--- src/hw/flash_ctl_pkg.sv ---
// constants for the flash command controller
package flash_ctl_pkg;
  // wishbone register byte offsets
  localparam logic [3:0] REG_CTRL = 4'h0; // command and go
  localparam logic [3:0] REG_ADDR = 4'h4; // flash address
  localparam logic [3:0] REG_DATA = 4'h8; // write data / read result
  localparam logic [3:0] REG_STAT = 4'hC; // busy and status
  // flash address and data widths
  localparam int ADDR_W = 17;
  localparam int DATA_W = 8;
  // command data values
  localparam logic [7:0] D_UNLOCK1 = 8'hAA;
  localparam logic [7:0] D_UNLOCK2 = 8'h55;
  localparam logic [7:0] D_RESET = 8'hF0;
  localparam logic [7:0] D_ID = 8'h90;
  localparam logic [7:0] D_SETUP = 8'h80;
  localparam logic [7:0] D_CHIP = 8'h10;
  localparam logic [7:0] D_SECTOR = 8'h30;
  localparam logic [7:0] D_SUSPEND = 8'hB0;
  localparam logic [7:0] D_PROGRAM = 8'hA0;
  localparam logic [7:0] D_PROT_UNLOCK = 8'h20;
  // unlock address patterns on the low eleven bits
  localparam logic [10:0] A_UNLOCK1 = 11'h555;
  localparam logic [10:0] A_UNLOCK2 = 11'h2AA;
  // status bit positions on the data pins
  localparam int POLL_BIT = 7;
  localparam int TOGGLE_BIT = 6;
  localparam int TIMEOUT_BIT = 5;
  localparam int WINDOW_BIT = 3;
  // pin timing in ns and us and derived cycles at 250 MHz
  localparam int CLK_NS = 4;
  localparam int T_STROBE_NS = 100;
  localparam int STROBE_CYC = (T_STROBE_NS + CLK_NS - 1) / CLK_NS;
  localparam int T_LOAD_US = 30;
  localparam int LOAD_CYC = (T_LOAD_US * 1000) / CLK_NS;
  // order codes written to the control register
  typedef enum logic [3:0] {
    OP_READ, OP_RESET, OP_ID, OP_CHIP_ERASE, OP_SECTOR_ERASE,
    OP_SECTOR_ADD, OP_SUSPEND, OP_RESUME, OP_PROGRAM, OP_PROT_UNLOCK,
    OP_POLL
  } op_t;
endpackage : flash_ctl_pkg

--- src/hw/flash_ctl.sv ---
// host side controller driving the flash command pins
`timescale 1ns/10ps
// Behaviour
// reset command returns flash to reads
// reset value aborts failed operation
// id read uses addr bit1/bit0
// high voltage id read mode
// chip erase takes six writes
// device preprograms then erases chip
// erase starts at final strobe rise
// chip erase done when poll bit one
// erase ends by itself, no verify
// timeout flag shows erase failure
// sector erase six writes, sector address
// address at strobe fall, data rise
// sector registered on sixth falling edge
// next sector write within load window
// other commands in window abort erase
// sector erase done: poll one, toggle still
// suspend only during sector erase
// suspend in window ends window
// suspended device accepts few commands
// suspend program reports normal status
// protect verify returns protected code
// high voltage protect pin levels
// protect unlock before low voltage protect
// data pins floating when not reading
// unlock patterns on low eleven bits
// toggle bit alternates while busy
// window flag low while window open
module flash_ctl
  import flash_ctl_pkg::*;
#(
  parameter int LOAD_WINDOW_CYC = LOAD_CYC // sector load window
)(
  input wire logic clk_i,
  input wire logic rst_n_i,
  // classic wishbone slave
  input wire logic wb_cyc_i,
  input wire logic wb_stb_i,
  input wire logic wb_we_i,
  input wire logic [3:0] wb_adr_i,
  input wire logic [31:0] wb_dat_i,
  input wire logic [3:0] wb_sel_i,
  output logic [31:0] wb_dat_o,
  output logic wb_ack_o,
  // flash pins
  output logic [flash_ctl_pkg::ADDR_W-1:0] addr_o,
  input wire logic [flash_ctl_pkg::DATA_W-1:0] data_pins_i,
  output logic [flash_ctl_pkg::DATA_W-1:0] data_pins_o,
  output logic data_pins_oe_o,
  output logic chip_enable_n_o,
  output logic output_enable_n_o,
  output logic write_strobe_n_o,
  output logic id_high_voltage_o, // raise id select line to high voltage
  output logic oe_high_voltage_o // raise output enable to high voltage
);
  import flash_ctl_pkg::*;

  // refuse a window that the 16-bit timer cannot hold
  if (LOAD_WINDOW_CYC < 1 || LOAD_WINDOW_CYC > 65535)
  begin : g_bad_window
    $error("LOAD_WINDOW_CYC out of range");
  end

  // reset release synchroniser
  logic rst_s1_r, rst_n;
  always_ff @(posedge clk_i or negedge rst_n_i)
  begin
    if (!rst_n_i)
    begin
      rst_s1_r <= 1'b0;
      rst_n <= 1'b0;
    end
    else
    begin
      rst_s1_r <= 1'b1;
      rst_n <= rst_s1_r;
    end
  end

  // data pin input synchroniser
  logic [7:0] din_s1_r, din_r;
  always_ff @(posedge clk_i or negedge rst_n)
  begin
    if (!rst_n)
    begin
      din_s1_r <= 8'h00;
      din_r <= 8'h00;
    end
    else
    begin
      din_s1_r <= data_pins_i;
      din_r <= din_s1_r;
    end
  end

  // software registers
  logic [3:0] op_r; // order code
  logic hv_r; // use high voltage pin modes
  logic [16:0] fa_r; // flash address
  logic [7:0] wd_r; // write data
  logic [7:0] rd_r; // last read byte
  logic busy_r; // sequence running
  logic go; // start pulse from bus
  logic prev_tog_r; // toggle bit of previous poll
  logic done_r; // erase finished flag
  logic win_open_r; // sector window still open

  // bus slave: ack one cycle after strobe, dropped next cycle
  assign go = wb_cyc_i && wb_stb_i && wb_we_i && !wb_ack_o
              && wb_adr_i == REG_CTRL && wb_sel_i[0] && !busy_r;
  always_ff @(posedge clk_i or negedge rst_n)
  begin
    if (!rst_n)
    begin
      wb_ack_o <= 1'b0;
      wb_dat_o <= 32'h0000_0000;
      op_r <= 4'h0;
      hv_r <= 1'b0;
      fa_r <= 17'h0_0000;
      wd_r <= 8'h00;
    end
    else
    begin
      wb_ack_o <= wb_cyc_i && wb_stb_i && !wb_ack_o;
      if (wb_cyc_i && wb_stb_i && !wb_ack_o && wb_we_i)
      begin
        // writes while busy to ctrl are dropped
        if (go)
        begin
          op_r <= wb_dat_i[3:0];
          hv_r <= wb_dat_i[4];
        end
        if (wb_adr_i == REG_ADDR && !busy_r)
          fa_r <= wb_dat_i[16:0];
        if (wb_adr_i == REG_DATA && wb_sel_i[0] && !busy_r)
          wd_r <= wb_dat_i[7:0];
      end
      // read mux, unmapped reads zero
      unique case (wb_adr_i)
        REG_CTRL: wb_dat_o <= {27'h0, hv_r, op_r};
        REG_ADDR: wb_dat_o <= {15'h0, fa_r};
        REG_DATA: wb_dat_o <= {24'h0, rd_r};
        REG_STAT: wb_dat_o <= {28'h0, win_open_r, done_r, prev_tog_r,
                               busy_r};
        default: wb_dat_o <= 32'h0000_0000;
      endcase
    end
  end

  // sequencer: list of bus cycles per order
  typedef enum {S_IDLE, S_SETUP, S_LOW, S_HIGH, S_NEXT} seq_t;
  seq_t st_r;
  logic [2:0] idx_r; // cycle index within order
  logic [2:0] ncyc; // cycles in order
  logic cyc_wr; // current cycle is a write
  logic [16:0] cyc_a; // current address
  logic [7:0] cyc_d; // current data
  logic [7:0] tmr_r; // strobe width counter

  // unlock prefix then order specific tail
  always_comb
  begin
    ncyc = 3'd1;
    cyc_wr = 1'b1;
    cyc_a = {6'h00, (idx_r[0] ? A_UNLOCK2 : A_UNLOCK1)};
    cyc_d = idx_r[0] ? D_UNLOCK2 : D_UNLOCK1;
    if (idx_r == 3'd2)
      cyc_d = D_SETUP;
    unique case (op_t'(op_r))
      OP_RESET:
      begin
        cyc_a = fa_r;
        cyc_d = D_RESET;
      end
      OP_ID:
      begin
        ncyc = 3'd3;
        if (idx_r == 3'd2)
          cyc_d = D_ID;
      end
      OP_CHIP_ERASE, OP_SECTOR_ERASE, OP_PROT_UNLOCK:
      begin
        ncyc = 3'd6;
        // second unlock pair repeats the first, three cycles later
        if (idx_r == 3'd3)
        begin
          cyc_a = {6'h00, A_UNLOCK1};
          cyc_d = D_UNLOCK1;
        end
        if (idx_r == 3'd4)
        begin
          cyc_a = {6'h00, A_UNLOCK2};
          cyc_d = D_UNLOCK2;
        end
        if (idx_r == 3'd5)
        begin
          cyc_a = {6'h00, A_UNLOCK1};
          cyc_d = (op_r == OP_CHIP_ERASE) ? D_CHIP :
                  (op_r == OP_SECTOR_ERASE) ? D_SECTOR : D_PROT_UNLOCK;
          if (op_r == OP_SECTOR_ERASE)
            cyc_a = fa_r;
        end
      end
      OP_SECTOR_ADD, OP_RESUME:
      begin
        cyc_a = fa_r;
        cyc_d = D_SECTOR;
      end
      OP_SUSPEND:
      begin
        cyc_a = fa_r;
        cyc_d = D_SUSPEND;
      end
      OP_PROGRAM:
      begin
        ncyc = 3'd4;
        if (idx_r == 3'd2)
          cyc_d = D_PROGRAM;
        if (idx_r == 3'd3)
        begin
          cyc_a = fa_r;
          cyc_d = wd_r;
        end
      end
      default:
      begin
        // plain read or status poll
        cyc_wr = 1'b0;
        cyc_a = fa_r;
      end
    endcase
  end

  // pin sequencing, address set before strobe falls
  always_ff @(posedge clk_i or negedge rst_n)
  begin
    if (!rst_n)
    begin
      st_r <= S_IDLE;
      idx_r <= 3'd0;
      tmr_r <= 8'h00;
      busy_r <= 1'b0;
      rd_r <= 8'h00;
      addr_o <= 17'h0_0000;
      data_pins_o <= 8'h00;
      data_pins_oe_o <= 1'b0;
      chip_enable_n_o <= 1'b1;
      output_enable_n_o <= 1'b1;
      write_strobe_n_o <= 1'b1;
      id_high_voltage_o <= 1'b0;
      oe_high_voltage_o <= 1'b0;
    end
    else
    begin
      unique case (st_r)
        S_IDLE:
        begin
          idx_r <= 3'd0;
          if (go)
          begin
            busy_r <= 1'b1;
            st_r <= S_SETUP;
          end
        end
        S_SETUP:
        begin
          addr_o <= cyc_a;
          data_pins_o <= cyc_d;
          chip_enable_n_o <= 1'b0;
          // hv read gives id/protect code
          id_high_voltage_o <= hv_r;
          // hv protect mode: oe at high voltage
          oe_high_voltage_o <= hv_r && cyc_wr;
          tmr_r <= 8'h00;
          st_r <= S_LOW;
        end
        S_LOW:
        begin
          if (cyc_wr)
          begin
            write_strobe_n_o <= 1'b0;
            data_pins_oe_o <= 1'b1;
          end
          else
          begin
            data_pins_oe_o <= 1'b0;
            output_enable_n_o <= 1'b0;
          end
          tmr_r <= tmr_r + 8'd1;
          if (tmr_r == 8'(STROBE_CYC))
          begin
            tmr_r <= 8'h00;
            st_r <= S_HIGH;
          end
        end
        S_HIGH:
        begin
          // take the byte once, before released pins settle elsewhere
          if (!cyc_wr && tmr_r == 8'h00)
            rd_r <= din_r;
          write_strobe_n_o <= 1'b1;
          output_enable_n_o <= 1'b1;
          tmr_r <= tmr_r + 8'd1;
          if (tmr_r == 8'd2)
            st_r <= S_NEXT;
        end
        S_NEXT:
        begin
          data_pins_oe_o <= 1'b0;
          chip_enable_n_o <= 1'b1;
          id_high_voltage_o <= 1'b0;
          oe_high_voltage_o <= 1'b0;
          if (idx_r + 3'd1 < ncyc)
          begin
            idx_r <= idx_r + 3'd1;
            st_r <= S_SETUP;
          end
          else
          begin
            busy_r <= 1'b0;
            st_r <= S_IDLE;
          end
        end
      endcase
    end
  end

  // poll tracking: done when poll bit one and toggle still
  logic poll_end;
  assign poll_end = st_r == S_NEXT && !cyc_wr;
  always_ff @(posedge clk_i or negedge rst_n)
  begin
    if (!rst_n)
    begin
      prev_tog_r <= 1'b0;
      done_r <= 1'b0;
      win_open_r <= 1'b0;
    end
    else if (go)
      done_r <= 1'b0;
    else if (poll_end)
    begin
      prev_tog_r <= rd_r[TOGGLE_BIT];
      // a timed-out erase keeps the poll bit low, so it never reads done
      done_r <= rd_r[POLL_BIT]
                && rd_r[TOGGLE_BIT] == prev_tog_r;
      win_open_r <= !rd_r[WINDOW_BIT];
    end
  end

  // sector window timer from last write strobe rise
  logic [15:0] win_cnt_r;
  always_ff @(posedge clk_i or negedge rst_n)
  begin
    if (!rst_n)
      win_cnt_r <= 16'h0000;
    else if (st_r == S_NEXT && cyc_wr)
      win_cnt_r <= 16'(LOAD_WINDOW_CYC);
    else if (win_cnt_r != 16'h0000)
      win_cnt_r <= win_cnt_r - 16'd1;
  end

  a_strobe_width: assert property (@(posedge clk_i) disable iff (!rst_n)
    $fell(write_strobe_n_o) |-> !write_strobe_n_o [*8])
    else $error("write strobe too short");
  a_float_data: assert property (@(posedge clk_i) disable iff (!rst_n)
    !output_enable_n_o |-> !data_pins_oe_o)
    else $error("data driven during read");
  a_ce_on_strobe: assert property (@(posedge clk_i) disable iff (!rst_n)
    !write_strobe_n_o |-> !chip_enable_n_o && output_enable_n_o)
    else $error("strobe without chip enable");
  a_addr_stable: assert property (@(posedge clk_i) disable iff (!rst_n)
    !write_strobe_n_o && $past(!write_strobe_n_o) |-> $stable(addr_o))
    else $error("address moved in strobe");
  a_unlock_pat: assert property (@(posedge clk_i) disable iff (!rst_n)
    $fell(write_strobe_n_o) && data_pins_o == D_UNLOCK2 && op_r != OP_PROGRAM
    |-> addr_o[10:0] == A_UNLOCK2)
    else $error("bad unlock address");
  a_sector_data: assert property (@(posedge clk_i) disable iff (!rst_n)
    $fell(write_strobe_n_o) && op_r == OP_SECTOR_ERASE && idx_r == 3'd5
    |-> data_pins_o == D_SECTOR && addr_o == fa_r)
    else $error("bad sector command");
  a_chip_data: assert property (@(posedge clk_i) disable iff (!rst_n)
    $fell(write_strobe_n_o) && op_r == OP_CHIP_ERASE && idx_r == 3'd2
    |-> data_pins_o == D_SETUP)
    else $error("bad setup value");
  // cycles spent on the current order, saturating
  logic [8:0] busy_cyc_r;
  always_ff @(posedge clk_i or negedge rst_n)
  begin
    if (!rst_n)
      busy_cyc_r <= 9'h000;
    else if (!busy_r)
      busy_cyc_r <= 9'h000;
    else if (busy_cyc_r != 9'h1FF)
      busy_cyc_r <= busy_cyc_r + 9'd1;
  end

  a_busy_start: assert property (@(posedge clk_i) disable iff (!rst_n)
    go |=> busy_r)
    else $error("order not started");
  a_busy_end: assert property (@(posedge clk_i) disable iff (!rst_n)
    busy_cyc_r <= 9'(6 * (STROBE_CYC + 7)))
    else $error("sequence hung");
  a_poll_done: assert property (@(posedge clk_i) disable iff (!rst_n)
    poll_end && !rd_r[POLL_BIT] |=> !done_r)
    else $error("done while poll low");
  c_chip: cover property (@(posedge clk_i) $rose(busy_r)
    && op_r == OP_CHIP_ERASE);
  c_sector: cover property (@(posedge clk_i) $fell(busy_r)
    && op_r == OP_SECTOR_ERASE);
  c_done: cover property (@(posedge clk_i) $rose(done_r));
  c_susp: cover property (@(posedge clk_i) win_cnt_r != 16'h0000
    && st_r == S_SETUP && op_r == OP_SUSPEND);
endmodule : flash_ctl

--- config.mk ---
export PLATFORM = sky130hd
export DESIGN_NAME = flash_ctl
export DESIGN_NICKNAME = d
export VERILOG_FILES = /design/src/hw/flash_ctl_pkg.sv /design/src/hw/flash_ctl.sv
export SDC_FILE = /design/constraint.sdc
export NUM_CORES = 1
export LEC_CHECK = 0
export BUFFER_PORTS_ARGS = -buffer_cell sky130_fd_sc_hd__buf_4
export CAP_MARGIN = 40
export CORE_UTILIZATION = 24
export CTS_CLUSTER_DIAMETER = 40
export CTS_CLUSTER_SIZE = 28
export DETAILED_ROUTE_END_ITERATION = 8
export PLACE_DENSITY = 0.37
export SLEW_MARGIN = 30
export SYNTH_ARGS = -nofsm -noshare
export SYNTH_HDL_FRONTEND = slang
export SYNTH_SLANG_ARGS = --single-unit
--- constraint.sdc ---
create_clock -name clk_i -period 4.7 [get_ports clk_i]
set_clock_uncertainty 0.2 [all_clocks]
set_input_delay 0.94 -clock clk_i [delete_from_list [all_inputs] [get_ports clk_i]]
set_output_delay 0.94 -clock clk_i [all_outputs]
set_load 0.01 [all_outputs]
# Yosys cells after proc, flatten, opt, wreduce, memory -nomap -nowiden
# Cells that the tools add are included.
[word_totals]
ff_bits = 167
latchBits = 0
ram_bits = 0
mem_bits_ro = 0
input_bits = 53
n_memories = 0
[op_classes]
n_addsub = 2
multipliers = 0
div_mod_pow = 0
order_cmp = 1
eq_ne = 31
shifts = 0
muxes = 44
bitwise_logic = 1
n_reduce_logical = 41
[ops]
columns = ["cell", "n"]
rows = [
  ["$pmux W32 S5", 1],
  ["$mux W32", 3],
  ["$mux W8", 9],
  ["$mux W17", 4],
  ["$pmux W17 S4", 1],
  ["$eq A32 B2 Y1 const B", 2],
  ["$pmux W17 S3", 1],
  ["$pmux W8 S6", 1],
  ["$eq A32 B1 Y1 const B", 1],
  ["$eq A32 B3 Y1 const B", 1],
  ["$eq A32 B4 Y1 const B", 1],
  ["$logic_not A32 Y1", 1],
  ["$pmux W8 S3", 1],
  ["$mux W11", 2],
  ["$eq A4 B3 Y1 const B", 5],
  ["$eq A4 B4 Y1 const B", 4],
  ["$reduce_and A2 Y1", 8],
  ["$logic_and A1 B1 Y1", 15],
  ["$ne A2 B2 Y1 const B", 7],
  ["$pmux W1 S2", 7],
  ["$reduce_bool A2 Y1", 5],
  ["$mux W1", 9],
  ["$pmux W3 S3", 1],
  ["$reduce_or A9 Y1", 1],
  ["22 further kinds", 29],
]

# Longest topological paths before layout
[logic_depth]
depth_word = 8
ltp_mapped = 10
depth_no_buf = 9

# Worst setup path before layout
# OpenSTA, ideal clock, no wires.
[synth_timing]
path_type = "in2reg"
startpoint = "input wb_adr_i[2]"
endpoint = "register fa_r[10]"
setup_ps = 125
t_arrival_ps = 2380
slack_ps = 1995
stages = 6
path_buffers = 3
path_cell_list = "clkbuf_1 nor2b_1 and3_1 buf_2 buf_2 mux2_2"
[synth_via]
elab_chain_cells = 3
[synth_rtl]
columns = ["item", "line", "rtl"]
rows = [
  ["from (decl)", "flash_ctl.sv:42", "input wire logic [3:0] wb_adr_i,"],
  ["$eq A4 B3 Y1", "flash_ctl.sv:135", "if (wb_adr_i == REG_ADDR && !busy_r)"],
  ["$logic_and A1 B1 Y1", "flash_ctl.sv:135", ""],
  ["$reduce_and A2 Y1 (no source line)", "n/a", ""],
  ["to (signal assigned)", "flash_ctl.sv:136", "fa_r <= wb_dat_i[16:0];"],
  ["to (decl)", "flash_ctl.sv:101", "logic [16:0] fa_r;"],
]
# No other way between the ends.
# A chain may end at the register's enable or synchronous reset.

# Worst setup path in the final report
[layout_timing]
startpoint = "register op_r[1]"
endpoint = "register idx_r[2]"
[layout_via]
elab_chain_cells = 6
word_cells_on_any_way = 10
cone_classes = "1 x order compare; 6 x eq/ne; 1 x mux; 2 x reduce/logical"
[layout_rtl]
columns = ["item", "line", "rtl"]
rows = [
  ["from (decl)", "flash_ctl.sv:99", "logic [3:0] op_r;"],
  ["from (signal assigned)", "flash_ctl.sv:132", "op_r <= wb_dat_i[3:0];"],
  ["$eq A4 B2 Y1 (tied with other cells)", "flash_ctl.sv:171", "unique case (op_t'(op_r))"],
  ["$reduce_or A3 Y1", "flash_ctl.sv:171", ""],
  ["$pmux W3 S3 (*)", "flash_ctl.sv:171", ""],
  ["$lt A3 B3 Y1 (*)", "flash_ctl.sv:315", "if (idx_r + 3'd1 < ncyc)"],
  ["$ne A2 B2 Y1 (no source line) (*)", "n/a", ""],
  ["$reduce_and A2 Y1 (no source line) (*)", "n/a", ""],
  ["to (signal assigned)", "flash_ctl.sv:317", "idx_r <= idx_r + 3'd1;"],
  ["to (decl)", "flash_ctl.sv:155", "logic [2:0] idx_r;"],
]
# Every way passes the cells marked *; elsewhere a longest branch is shown, timed or not.

==> out/metrics.yaml <==
status:
  run_status: "finished clean"
cts:
  path_clk_slew_ns: 0.06
  cts_htree_levels: 4
  post_cts_resize_count: 0
  numCtsBuffers: 17
  clk_path_buf_depth: 2
  cts_setup_buffers: 0
  number_of_buffers_inserted_for_hold_repair_after_clock_tree_synthesis: 0
  cts.sink_count: 123
  clk_latency_ns: 0.42
  tritoncts: "done"
  cts-root-buf: "clkbuf_16"
placed_design:
  gpl.final_weighted_congestion: 0.8296
  portBuffers: 83
  hpwl_mm: 11.00
timing:
  fin_worst_hold_slack_ns: 0.01253
  setup_repair_after_global_routing_missed_its_margin: "no"
  fmax_mhz: 317.4
  timing_max_transition_violations_final: 0
  setup-violations-final: 0
  worst-slew-pin-transition_ns: 0.7567
  relSlewSlack_pct: 49.55
  hold_violations: 0
  period_share_pct: 67.04
  post-route-min-period_ns: 3.151
  tns_ns: 0
drt:
  detail-route-antenna-nets: 0
  dr_total_vias: 4109
  detail_route.drc_violations: 0
  detail_route.wl_per_cell_um: 16.36
  via_per_inst: 4.491
  drt_wl_total_mm: 14.97
  first_iter_violations: 228
  drt_pass1_iterations: 4
synthesis:
  yosysWarningCount: 0
  async_reset_ff_share_pct: 100.0
  synth.most_common_cell: "dfrtp_1"
  synth_flop_cell: "dfrtp_1"
  post_synth_num_cell_types: 59
  avgSynthCellArea_um2: 11.21
  netlist_area_um2: 5627
  synthDominantCellAreaShare_pct: 53.37
  synth_commonest_cells: "120 x dfrtp_1, 42 x nor2_1, 39 x mux2_2"
  synth.yosys.seq_area_share_pct: 54.77
  syn_inst: 502
  number_of_synthesized_flops_with_an_enable_pin: 0
  synth_area_leaders: "dfrtp_1 53%, mux2_2 7.8%, nor2_1 2.8%"
  synthDominantAreaCellType: "dfrtp_1"
  synth.ff_latch_count: 123
power:
  intPower_mw: 1.890
  clkPwrFrac_pct: 48.4
  vdd_ir_drop_max_uv: 160.7
  combPwrFrac_pct: 7.4
  static-leakage-power_nw: 3.328
  pwr_density_cell_nw_per_um2: 362.7
  pwr-share-seq_pct: 44.2
  sw_ratio_pct: 27.04
  netSwitchingPower_mw: 0.7006
critical_path:
  timing.critical_path.arrival_ns: 3.25
  critPathRequiredTime_ns: 4.80
  r2r_slack_ns: 1.55
  worst_path_largest_cell_delay_ns: 0.79
  critPathCaptureType: "flop"
  slowest_stage: "dfrtp_1"
  worst-setup-path-type: "flop to flop"
  crit_path_cell_chain: "nor4bb_1 > nor3_1 > ha_1 > or3_1 > o21ai_0 > a31oi_1 > a21o_1 > a32o_1"
  cp.buffers_inverters: 0
  start_kind: "flop"
  crit_path_max_fanout: 17
  crit_family: "simple AND/OR/NAND/NOR gates"
global_routing:
  grt_first_pass_wirelength_mm: 23.98
  globalRouteMet2Util_pct: 20.16
  grt_util_all_layers_pct: 13.17
  grt_pass1_vias: 4217
  grt_max_degree: 61
  grtUsageMet1_pct: 18.21
  global_route_track_usage_on_met3_pct: 2.674
  global_route.overflow_total: 0
  busiest_layer: "met2"
  number_of_antenna_violations_at_the_first_check_in_global_routing: 0
finish:
  final_net_count: 652
  fillers: 2410
  proportion_of_layout_cells_with_a_drive_suffix_above_1_pct: 30.12
  areaGrowthSynthToFinish_pct: 26.97
worst_hold_path:
  min-delay-path-class: "flop to asynchronous set/reset pin"
floorplanning:
  coreArea_um2: 22850
  core.rowCount: 55
  initial_utilization_pct: 24.63
  chipHeight_um: 155.1
  die_width_um: 155.1
  number_of_ports_placed_on_the_die_boundary: 117
  floorplan.die_area_um2: 24060
flow_run:
  cap_violations: 0
==> worst paths after layout <==
| path | from | depth (start not counted) | end |
|---|---|---|---|
| setup / recovery | op_r[1]$_DFFE_PN0P_ | 8 | idx_r[2]$_DFFE_PN0P_ |
| max in group asynchronous | rst_n$_DFF_PN0_ | 2 | fa_r[16]$_DFFE_PN0P_ |
| setup reg to reg | op_r[1]$_DFFE_PN0P_ | 8 | idx_r[2]$_DFFE_PN0P_ |
| hold / removal | rst_n$_DFF_PN0_ | 0 | din_r[4]$_DFF_PN0_ |
| min in group clk_i | din_s1_r[0]$_DFF_PN0_ | 0 | din_r[0]$_DFF_PN0_ |
| hold reg to reg | rst_n$_DFF_PN0_ | 0 | din_r[4]$_DFF_PN0_ |
==> metal layers <==
| layer | vias to the layer above | wire (um) | share of wire (%) |
|---|---|---|---|
| met2 | 106 | 6894 | 46 |
| met4 | 0 | 178 | 1.2 |
| li1 | 1945 | - | - |
| met3 | 17 | 636 | 4.2 |
| met1 | 2041 | 7257 | 48 |
| met5 | - | 0 | 0 |
==> cells in the final DEF (no fill, tap or decap), types with 4 or more instances in the layout <==
cell | synthesis | routed
nand4_1 | 4 | 4
inv_1 | 13 | 13
mux4_2 | 4 | 4
o21a_1 | 6 | 6
nand2b_1 | 7 | 7
inv_6 | 0 | 6
a22o_1 | 11 | 11
clkinvlp_4 | 0 | 4
and3_1 | 12 | 12
nor3_1 | 7 | 7
nand2_1 | 33 | 33
ha_1 | 11 | 11
o21ai_0 | 31 | 31
nor2b_1 | 5 | 5
a21oi_1 | 29 | 29
conb_1 | 2 | 16
nand3_1 | 8 | 8
dfrtp_1 | 120 | 119
nor2_1 | 42 | 41
and2_1 | 6 | 6
clkbuf_16 | 0 | 17
a31oi_1 | 7 | 7
a21o_1 | 4 | 4
buf_4 | 15 | 89
mux2_2 | 39 | 39
==> state kept, by name, indices dropped and copies added, names as in the netlist, 4 cells and up <==
name         cells
addr_o          17
fa_r            17
wb_dat_o        17
data_pins_o      8
din_r            8
din_s1_r         8
rd_r             8
tmr_r            8
wd_r             8
op_r             4
==> metrics by stage <==
step | utilization (%) | worst slack [ns] | cells | power (mW) | instance area, um^2
2_1_floorplan | - | 0.8248 | 516 | 1.282 | 5679
3_3_place_gp | 28.60 | 1.291 | 880 | 1.358 | 6534
3_5_place_dp | 28.61 | 1.609 | 880 | 1.359 | 6536
4_1_cts | 31.12 | 1.580 | 912 | 2.632 | 7111
5_1_grt | 31.26 | 1.257 | 914 | 2.701 | 7142
6_report | 31.27 | 1.549 | 915 | 2.591 | 7144
==> power by group through the flow <==
stage	clock [mW]	sequential, mW	combinational, mW
global route	1.33	1.15	0.215
detailed placement	0	1.17	0.187
finish	1.25	1.15	0.192
CTS	1.29	1.15	0.188
floorplan	0	1.15	0.130
global placement	0	1.17	0.187
==> area by class of cell <==
cell class	instances	area [um^2]	area share, %
Antenna cell	1	2.502	0.03503
Clock buffer	17	425.4	5.954
Clock inverter	15	148.9	2.084
Inverter	13	48.80	0.6830
Multi-Input combinational cell	342	2342	32.78
Sequential cell	123	3085	43.19
Tap cell	313	391.6	5.482
Timing Repair Buffer	91	699.4	9.790
==> kinds of logic after synthesis <==
logic type / share of synthesized area, %
muxes: 9.940
other: 0.1335
AOI/OAI and AO/OA: 13.59
and+or+nand+nor: 13.68
xor gates and xnor gates: 0.7784
adders and majority gates: 2.446
buffers and inverters: 4.670
DFF: 54.77
Note: power is estimated with default switching activity, not from simulation.
